## src/sdac_pkg.sv

```systemverilog
// Package for the security debug authentication control register bank
package sdac_pkg;

   // ---------------------------------------------------------------
   // Bus widths and register offsets within the 4KB region
   // ---------------------------------------------------------------
   localparam int          ADDR_W        = 12;
   localparam int          DATA_W        = 32;
   localparam logic [11:0] OFS_IC_STAT   = 12'h000;
   localparam logic [11:0] OFS_IC_SET    = 12'h004;
   localparam logic [11:0] OFS_IC_CLR    = 12'h008;
   localparam logic [11:0] OFS_DBG_STAT  = 12'h010;
   localparam logic [11:0] OFS_DBG_SET   = 12'h014;
   localparam logic [11:0] OFS_DBG_CLR   = 12'h018;
   localparam logic [11:0] OFS_AUX_DBG   = 12'h01c;
   localparam logic [11:0] OFS_WDOG_HOD  = 12'h024;
   localparam logic [11:0] OFS_GP_STORE  = 12'h030;
   localparam logic [11:0] OFS_VERSION   = 12'h040;
   localparam logic [11:0] OFS_PERIPH_4  = 12'hfd0;
   localparam logic [11:0] OFS_PERIPH_0  = 12'hfe0;
   localparam logic [11:0] OFS_PERIPH_1  = 12'hfe4;
   localparam logic [11:0] OFS_PERIPH_2  = 12'hfe8;
   localparam logic [11:0] OFS_PERIPH_3  = 12'hfec;
   localparam logic [11:0] OFS_COMP_0    = 12'hff0;
   localparam logic [11:0] OFS_COMP_1    = 12'hff4;
   localparam logic [11:0] OFS_COMP_2    = 12'hff8;
   localparam logic [11:0] OFS_COMP_3    = 12'hffc;

   // ---------------------------------------------------------------
   // Field layout: debug status holds bits 7..2, lowest at bit 2
   // ---------------------------------------------------------------
   localparam int          DBG_LSB       = 2;
   localparam int          DBG_W         = 6;
   localparam int          AUX_W         = 2;
   localparam int          WDOG_W        = 2;
   localparam int          GP_W          = 16;
   // Index into the 6-bit debug field, then into the 2-bit watchdog field
   localparam int          IX_SIV_SEL    = 5;
   localparam int          IX_SIV_INT    = 4;
   localparam int          IX_SNI_SEL    = 3;
   localparam int          IX_SNI_INT    = 2;
   localparam int          IX_DEV_SEL    = 1;
   localparam int          IX_DEV_INT    = 0;
   localparam int          IX_CPU_WDOG   = 1;
   localparam int          IX_TRUST_WDOG = 0;

   // ---------------------------------------------------------------
   // Reset values, auxiliary override codes and constant read values
   // ---------------------------------------------------------------
   localparam logic [5:0]  DBG_RST       = 6'h00;
   localparam logic [1:0]  AUX_RST       = 2'h0;
   localparam logic [1:0]  WDOG_RST      = 2'h0;
   localparam logic [15:0] GP_RST        = 16'h0000;
   localparam logic [1:0]  AUX_ALL_EN    = 2'h0;
   localparam logic [1:0]  AUX_NONINV    = 2'h1;
   localparam logic [31:0] PERIPH_3_VAL  = 32'h0000_0000;
   localparam logic [31:0] COMP_0_VAL    = 32'h0000_000d;
   localparam logic [31:0] COMP_1_VAL    = 32'h0000_00f0;
   localparam logic [31:0] COMP_2_VAL    = 32'h0000_0005;
   localparam logic [31:0] COMP_3_VAL    = 32'h0000_00b1;
   localparam logic [31:0] ZERO_WORD     = 32'h0000_0000;

   // ---------------------------------------------------------------
   // Bus carriers
   // ---------------------------------------------------------------
   typedef struct packed {
      logic              valid;
      logic              write;
      logic              nonsecure;
      logic [11:0]       addr;
      logic [31:0]       wdata;
   } sdac_req_t;

   typedef struct packed {
      logic              valid;
      logic              decerr;
      logic [31:0]       rdata;
   } sdac_rsp_t;

   // Debug enables leaving the block
   typedef struct packed {
      logic              sec_inv;
      logic              sec_noninv;
      logic              device;
      logic              inv;
      logic              noninv;
   } sdac_dbg_en_t;

   // Whole state of the bank
   typedef struct packed {
      logic [5:0]        dbg;
      logic [1:0]        aux;
      logic [1:0]        wdog;
      logic [15:0]       gp;
      sdac_rsp_t         rsp;
      sdac_dbg_en_t      en;
   } sdac_state_t;

endpackage

```

## src/sdac_bank.sv

```systemverilog
// Security debug authentication control register bank, top module
//
// Contract
// - Non-secure accesses get a decode error answer.
// - Secure accesses to unimplemented locations read zero, writes dropped.
// - All contents live in the always-on domain; only supply loss clears.
// - Interconnect status, set and clear words always read zero.
// - Bit 7 picks external input or bit 6 for secure invasive enable.
// - Bit 5 picks external input or bit 4 for secure non-invasive enable.
// - Bit 3 picks external input or bit 2 for device enable.
// - Debug status is read-only at 0x010, resets zero, unused bits zero.
// - Ones written to set alias bits 7..2 set status; alias reads zero.
// - Ones written to clear alias bits 7..2 clear status; reads zero.
// - Auxiliary debug configuration word is read-write at 0x01C.
// - Watchdog halt-on-debug word is read-write at 0x024, resets zero.
// - General secure storage word is read-write at 0x030, resets zero.
// - Version word at 0x040 is read-only and returns a fixed value.
// - Peripheral identity words at 0xFD0, 0xFE0..0xFEC; 0xFEC reads zero.
// - Component identity words read 0x0D, 0xF0, 0x05 and 0xB1.
// - Aux bits 1..0: 00 all on, 01 invasive off only, 1x both off.
// - Watchdog bit 1 drives control-cpu halt, bit 0 trusted halt.
// - Storage keeps 16 bits, upper reads zero, power-up reset only.
`timescale 1ns/100ps

module sdac_bank
   import sdac_pkg::*;
#(
   parameter logic [31:0] VERSION_VAL  = 32'h0000_0001, // Arbitrary value
   parameter logic [31:0] PERIPH_4_VAL = 32'h0000_0002, // Arbitrary value
   parameter logic [31:0] PERIPH_0_VAL = 32'h0000_0003, // Arbitrary value
   parameter logic [31:0] PERIPH_1_VAL = 32'h0000_0006, // Arbitrary value
   parameter logic [31:0] PERIPH_2_VAL = 32'h0000_0007  // Arbitrary value
) (
   input  wire logic                    sys_clk_in,
   input  wire logic                    resetn_in,
   input  wire sdac_pkg::sdac_req_t     bus_req_in,
   output      sdac_pkg::sdac_rsp_t     bus_rsp_out,
   input  wire logic                    secure_invasive_cfg_input_in,
   input  wire logic                    secure_noninvasive_cfg_input_in,
   input  wire logic                    device_dbg_cfg_input_in,
   output      logic                    secure_invasive_dbg_en_out,
   output      logic                    secure_noninvasive_dbg_en_out,
   output      logic                    device_dbg_en_out,
   output      logic                    invasive_dbg_en_out,
   output      logic                    noninvasive_dbg_en_out,
   output      logic                    control_cpu_wdog_halt_enable_out,
   output      logic                    trusted_wdog_halt_enable_out
);
   import sdac_pkg::*;

   // ---------------------------------------------------------------
   // State
   // ---------------------------------------------------------------
   sdac_state_t st_r;
   sdac_state_t st_nxt;
   logic [11:0] word_addr;
   logic        sec_ok;
   logic        wr_ok;
   logic [5:0]  dbg_wbits;

   // Offsets are word addressed; the byte lane bits are ignored
   assign word_addr = {bus_req_in.addr[11:2], 2'b00};
   // Non-secure requests never reach the register state
   assign sec_ok    = bus_req_in.valid && !bus_req_in.nonsecure;
   assign wr_ok     = sec_ok && bus_req_in.write;
   // Only bits 7..2 of an alias write matter; reserved bits fall away
   assign dbg_wbits = bus_req_in.wdata[DBG_LSB +: DBG_W];

   // ---------------------------------------------------------------
   // Read data selection
   // ---------------------------------------------------------------
   function automatic logic [31:0] read_word(input logic [11:0] a,
                                             input sdac_state_t  s);
      logic [31:0] v;
      v = ZERO_WORD;
      case (a)
         // Interconnect words and write aliases have no readable fields
         OFS_IC_STAT,
         OFS_IC_SET,
         OFS_IC_CLR,
         OFS_DBG_SET,
         OFS_DBG_CLR:  v = ZERO_WORD;
         OFS_DBG_STAT: v[DBG_LSB +: DBG_W] = s.dbg;
         OFS_AUX_DBG:  v[AUX_W-1:0] = s.aux;
         OFS_WDOG_HOD: v[WDOG_W-1:0] = s.wdog;
         OFS_GP_STORE: v[GP_W-1:0] = s.gp;
         OFS_VERSION:  v = VERSION_VAL;
         OFS_PERIPH_4: v = PERIPH_4_VAL;
         OFS_PERIPH_0: v = PERIPH_0_VAL;
         OFS_PERIPH_1: v = PERIPH_1_VAL;
         OFS_PERIPH_2: v = PERIPH_2_VAL;
         OFS_PERIPH_3: v = PERIPH_3_VAL;
         OFS_COMP_0:   v = COMP_0_VAL;
         OFS_COMP_1:   v = COMP_1_VAL;
         OFS_COMP_2:   v = COMP_2_VAL;
         OFS_COMP_3:   v = COMP_3_VAL;
         default:      v = ZERO_WORD;
      endcase
      return v;
   endfunction

   // True for every listed offset; any other word in the region is a hole
   function automatic logic is_mapped(input logic [11:0] a);
      logic m;
      m = 1'b0;
      case (a)
         OFS_IC_STAT,  OFS_IC_SET,   OFS_IC_CLR,   OFS_DBG_STAT,
         OFS_DBG_SET,  OFS_DBG_CLR,  OFS_AUX_DBG,  OFS_WDOG_HOD,
         OFS_GP_STORE, OFS_VERSION,  OFS_PERIPH_4, OFS_PERIPH_0,
         OFS_PERIPH_1, OFS_PERIPH_2, OFS_PERIPH_3, OFS_COMP_0,
         OFS_COMP_1,   OFS_COMP_2,   OFS_COMP_3:   m = 1'b1;
         default:                                  m = 1'b0;
      endcase
      return m;
   endfunction

   // ---------------------------------------------------------------
   // Next state
   // ---------------------------------------------------------------
   always_comb begin
      st_nxt = st_r;
      // Answer every request one cycle later
      st_nxt.rsp.valid  = bus_req_in.valid;
      st_nxt.rsp.decerr = bus_req_in.valid && bus_req_in.nonsecure;
      st_nxt.rsp.rdata  = ZERO_WORD;
      if (sec_ok && !bus_req_in.write) begin
         st_nxt.rsp.rdata = read_word(word_addr, st_r);
      end

      // Register writes; status itself takes none, aliases do the work
      if (wr_ok) begin
         case (word_addr)
            OFS_DBG_SET:  st_nxt.dbg  = st_r.dbg | dbg_wbits;
            OFS_DBG_CLR:  st_nxt.dbg  = st_r.dbg & ~dbg_wbits;
            OFS_AUX_DBG:  st_nxt.aux  = bus_req_in.wdata[AUX_W-1:0];
            OFS_WDOG_HOD: st_nxt.wdog = bus_req_in.wdata[WDOG_W-1:0];
            OFS_GP_STORE: st_nxt.gp   = bus_req_in.wdata[GP_W-1:0];
            default:      st_nxt.dbg  = st_r.dbg;
         endcase
      end

      // Source selection for the secure and device authentication enables
      st_nxt.en.sec_inv    = st_r.dbg[IX_SIV_SEL] ? st_r.dbg[IX_SIV_INT]
                                                  : secure_invasive_cfg_input_in;
      st_nxt.en.sec_noninv = st_r.dbg[IX_SNI_SEL] ? st_r.dbg[IX_SNI_INT]
                                                  : secure_noninvasive_cfg_input_in;
      st_nxt.en.device     = st_r.dbg[IX_DEV_SEL] ? st_r.dbg[IX_DEV_INT]
                                                  : device_dbg_cfg_input_in;
      // Non-secure self-hosted debug override
      st_nxt.en.inv        = (st_r.aux == AUX_ALL_EN);
      st_nxt.en.noninv     = (st_r.aux == AUX_ALL_EN) ||
                             (st_r.aux == AUX_NONINV);
   end

   // ---------------------------------------------------------------
   // State register
   // ---------------------------------------------------------------
   // resetn_in is the always-on power-up reset: nothing else clears
   // this state, so lower domains powering down leave it intact.
   always_ff @(posedge sys_clk_in or negedge resetn_in) begin
      if (!resetn_in) begin
         st_r.dbg    <= DBG_RST;
         st_r.aux    <= AUX_RST;
         st_r.wdog   <= WDOG_RST;
         st_r.gp     <= GP_RST;
         st_r.rsp    <= '0;
         st_r.en     <= '0;
      end else begin
         st_r <= st_nxt;
      end
   end

   // ---------------------------------------------------------------
   // Outputs, all straight from flip-flops
   // ---------------------------------------------------------------
   assign bus_rsp_out                      = st_r.rsp;
   assign secure_invasive_dbg_en_out       = st_r.en.sec_inv;
   assign secure_noninvasive_dbg_en_out    = st_r.en.sec_noninv;
   assign device_dbg_en_out                = st_r.en.device;
   assign invasive_dbg_en_out              = st_r.en.inv;
   assign noninvasive_dbg_en_out           = st_r.en.noninv;
   assign control_cpu_wdog_halt_enable_out = st_r.wdog[IX_CPU_WDOG];
   assign trusted_wdog_halt_enable_out     = st_r.wdog[IX_TRUST_WDOG];
endmodule

```

## config.mk

```make
export PLATFORM = sky130hd
export DESIGN_NAME = sdac_bank
export DESIGN_NICKNAME = d
export VERILOG_FILES = /design/src/sdac_pkg.sv /design/src/sdac_bank.sv
export SDC_FILE = /design/constraint.sdc
export NUM_CORES = 1
export LEC_CHECK = 0
export ABC_AREA = 1
export BUFFER_PORTS_ARGS = -buffer_cell sky130_fd_sc_hd__buf_2
export CAP_MARGIN = 20
export CORE_MARGIN = 3
export CORE_UTILIZATION = 45
export DETAILED_ROUTE_END_ITERATION = 8
export GPL_TIMING_DRIVEN = 0
export MAX_ROUTING_LAYER = met4
export PLACE_DENSITY = 0.84
export SLEW_MARGIN = 20
export SYNTH_ARGS = -nofsm -noshare
export SYNTH_HDL_FRONTEND = slang
export SYNTH_SLANG_ARGS = --single-unit
```

## constraint.sdc

```tcl
create_clock -name sys_clk_in -period 1 [get_ports sys_clk_in]
set_clock_uncertainty 0.2 [all_clocks]
set_input_delay 0.25 -clock sys_clk_in [delete_from_list [all_inputs] [get_ports sys_clk_in]]
set_output_delay 0.25 -clock sys_clk_in [all_outputs]
set_load 0.1 [all_outputs]
```

==> out/metrics.cfg <==
[status]
status = finished with violations
violations = hold timing, setup timing

[worst_hold_path]
hold_path.class = input port to asynchronous set/reset pin

[floorplanning]
ioPinCount = 93
die_w_um = 82.6
coreArea_um2 = 5570
dieArea_um2 = 6820
rows = 27
chipHeight_um = 82.6
start_util_pct = 47.3

[setup_path]
path_delay_family = flip-flops
critPathRequiredTime_ns = 0.55
crit_fanout = 1
cp_data_arrival_time_ns = 0.98
timing.critical_path.to_type = primary output
rr_worst_depth = 5
worst-path-buf-inv = 1
r2r_start = trusted_wdog_halt_enable_out
startpoint_type = flop
r2r-end = bus_rsp_out[0]
crit_cells = 1
slowest_delay_ns = 0.50
worst-setup-path-type = flop to primary output
r2r_slack_ns = -0.27
crit_slowest_cell = dfrtp_4
path_cells = buf_12

[synth]
yosysSeqAreaShare_pct = 46.5
ys_async_sr_fraction_pct = 100
synth_area_um2 = 2640
synth_area_leaders = dfrtp_1 (46%), nand2_1 (14%), buf_4 (9.7%)
syn_avg_cell_area_um2 = 7.83
synth_flop_cell = dfrtp_1
ys_top_cells_by_count = nand2_1 (95), dfrtp_1 (49), nor2_1 (46), buf_4 (34), inv_1 (30)
ys_seq_elements = 49
yosys_warnings = 0
yosysTopAreaCellShare_pct = 46.5
synth_area_leader_cell = dfrtp_1
synth_cells = 337
yosys.cell_count.top_type = nand2_1
synth-edff-count = 0
yosysUniqueCellTypes = 25

[layout]
area_delta_synth_final_pct = 63.7
regArea_um2 = 1250
multiInputGateArea_um2 = 1440
fin_cells = 507
nFillCells = 319
n_antenna_cell = 0
num-nets-final = 486
drive_gt1_share_pct = 54.7

[routing]
vias_per_cell = 4.95
dr.pass1.iters = 4
post_drt_wl_per_cell_um = 15.7
dr.first_iter.drc_count = 183
vias = 2510
postRouteAntennaNets = 0
drc = 0
wl_um = 7940

[sta]
maxSlewViolCount = 0
period_minus_slack_ns = 1.43
finalSetupViolCount = 67
grt_setup_unrepaired = yes
whs_ns = -0.264
worstMarginPinSlew_ns = 0.610
setup_slack_ns = -0.431
hold_viol = 61
fin_crit_sh_pct = 143
fmax_mhz = 699
slew_headroom_pct = 59.4

[clock_network]
htreeDepth = 2
cts_made_buffers = 5
clk_pin_slew_ns = 0.10
clock-sinks = 49
cts_tree = done
clock_path_buffers = 2
clk_latency_ns = 0.31
cts_root_buf = clkbuf_8
cts.hold.buffers_added = 1

[global_route]
grt_use_total_pct = 21.1
gr-total-overflow = 0
grt_pass1_vias = 2244
grt_max_degree = 50
antenna_found_initial = 0
grt_first_pass_wirelength_um = 10600

[run]
drv_cap = 0

[power_and_ir_drop]
vdd_ir_drop_max_mv = 0.711
power.leakage_nw = 2.11
pwr_density_cell_nw_per_um2 = 923

[placed_design]
gp_congestion = 0.946
dp.cells = 482
dpl_worst_slack_ns = -0.715
port_buffers = 58
dpl.hpwl_um = 4390

-- metal layers --
layer	global-route usage [%]	wire, um
met1	25.2	2850
met5	-	0
met2	34.9	4210
met4	8.99	425
met3	4.12	462
-- kinds of logic after synthesis --
group                  count (synthesis)  synth area share, %
AO/OA/AOI/OAI                         20                 3.94
buffers and inverters                 75                 16.7
AND/OR/NAND/NOR                      192                 32.7
other                                  1                0.142
flip-flops                            49                 46.5
-- report_power, final --
part | total, W | internal [W] | switching, W
clock | 0.00118 | 0.000494 | 0.000689
sequential | 0.00200 | 0.00199 | 0.00000764
combinational | 0.000805 | 0.000240 | 0.000565
-- what timing repair did --
action / 4_1_cts / 5_1_grt
setup buffers: 25 / 11
endpoints found under the setup margin: 116 / 69
gates cloned: 2 / 0
hold endpoints to repair: 62 / 61
pin swaps: 39 / 39
gates resized for setup: 184 / 73
-- how the worst max path moves through the flow --
stage	start	to	slack, ns
3_5_place_dp	bus_req_in[36]	flop	-0.72
5_1_grt	secure_noninvasive_dbg_en_out	secure_noninvasive_dbg_en_out	-0.46
2_1_floorplan	bus_req_in[43]	st_r[46]	-0.37
3_3_place_gp	bus_req_in[34]	st_r[45]	-0.69
6_report	secure_noninvasive_dbg_en_out	secure_noninvasive_dbg_en_out	-0.43
4_1_cts	control_cpu_wdog_halt_enable_out	control_cpu_wdog_halt_enable_out	-0.44
-- cell usage in the layout (no fill, tap or decap), types with 6 or more instances in the layout --
cell type	n
dfrtp_4	7
nand2_2	34
inv_1	24
nor2_1	26
buf_12	26
nand2_4	14
buf_2	20
inv_2	7
o21ai_1	8
nor2_4	18
conb_1	16
buf_6	25
nor2_2	9
nand3_2	10
buf_4	34
nand2_1	58
o21ai_2	8
nand3_1	14
buf_8	6
dfrtp_1	42
-- through the flow --
step | util (%) | total power (W) | instance area [um^2] | TNS, ns
5_1_grt | 77.5 | 0.00414 | 4320 | -21.20
2_1_floorplan | - | 0.00250 | 2880 | -11.12
6_report | 77.5 | 0.00398 | 4320 | -19.24
3_5_place_dp | 58.5 | 0.00268 | 3260 | -50.70
4_1_cts | 71.9 | 0.00391 | 4010 | -16.85
3_3_place_gp | 58.5 | 0.00268 | 3260 | -48.95
-- final cells by class --
class,count,area share [%]
repair buffers,95,26.4
clock inverters,2,0.348
multi-input cells,228,33.4
well taps,72,2.09
clock buffers,6,1.68
flip-flops and latches,49,29.0
inverters,37,3.68
plain buffers,18,3.42
(Power assumes the default switching activity.)
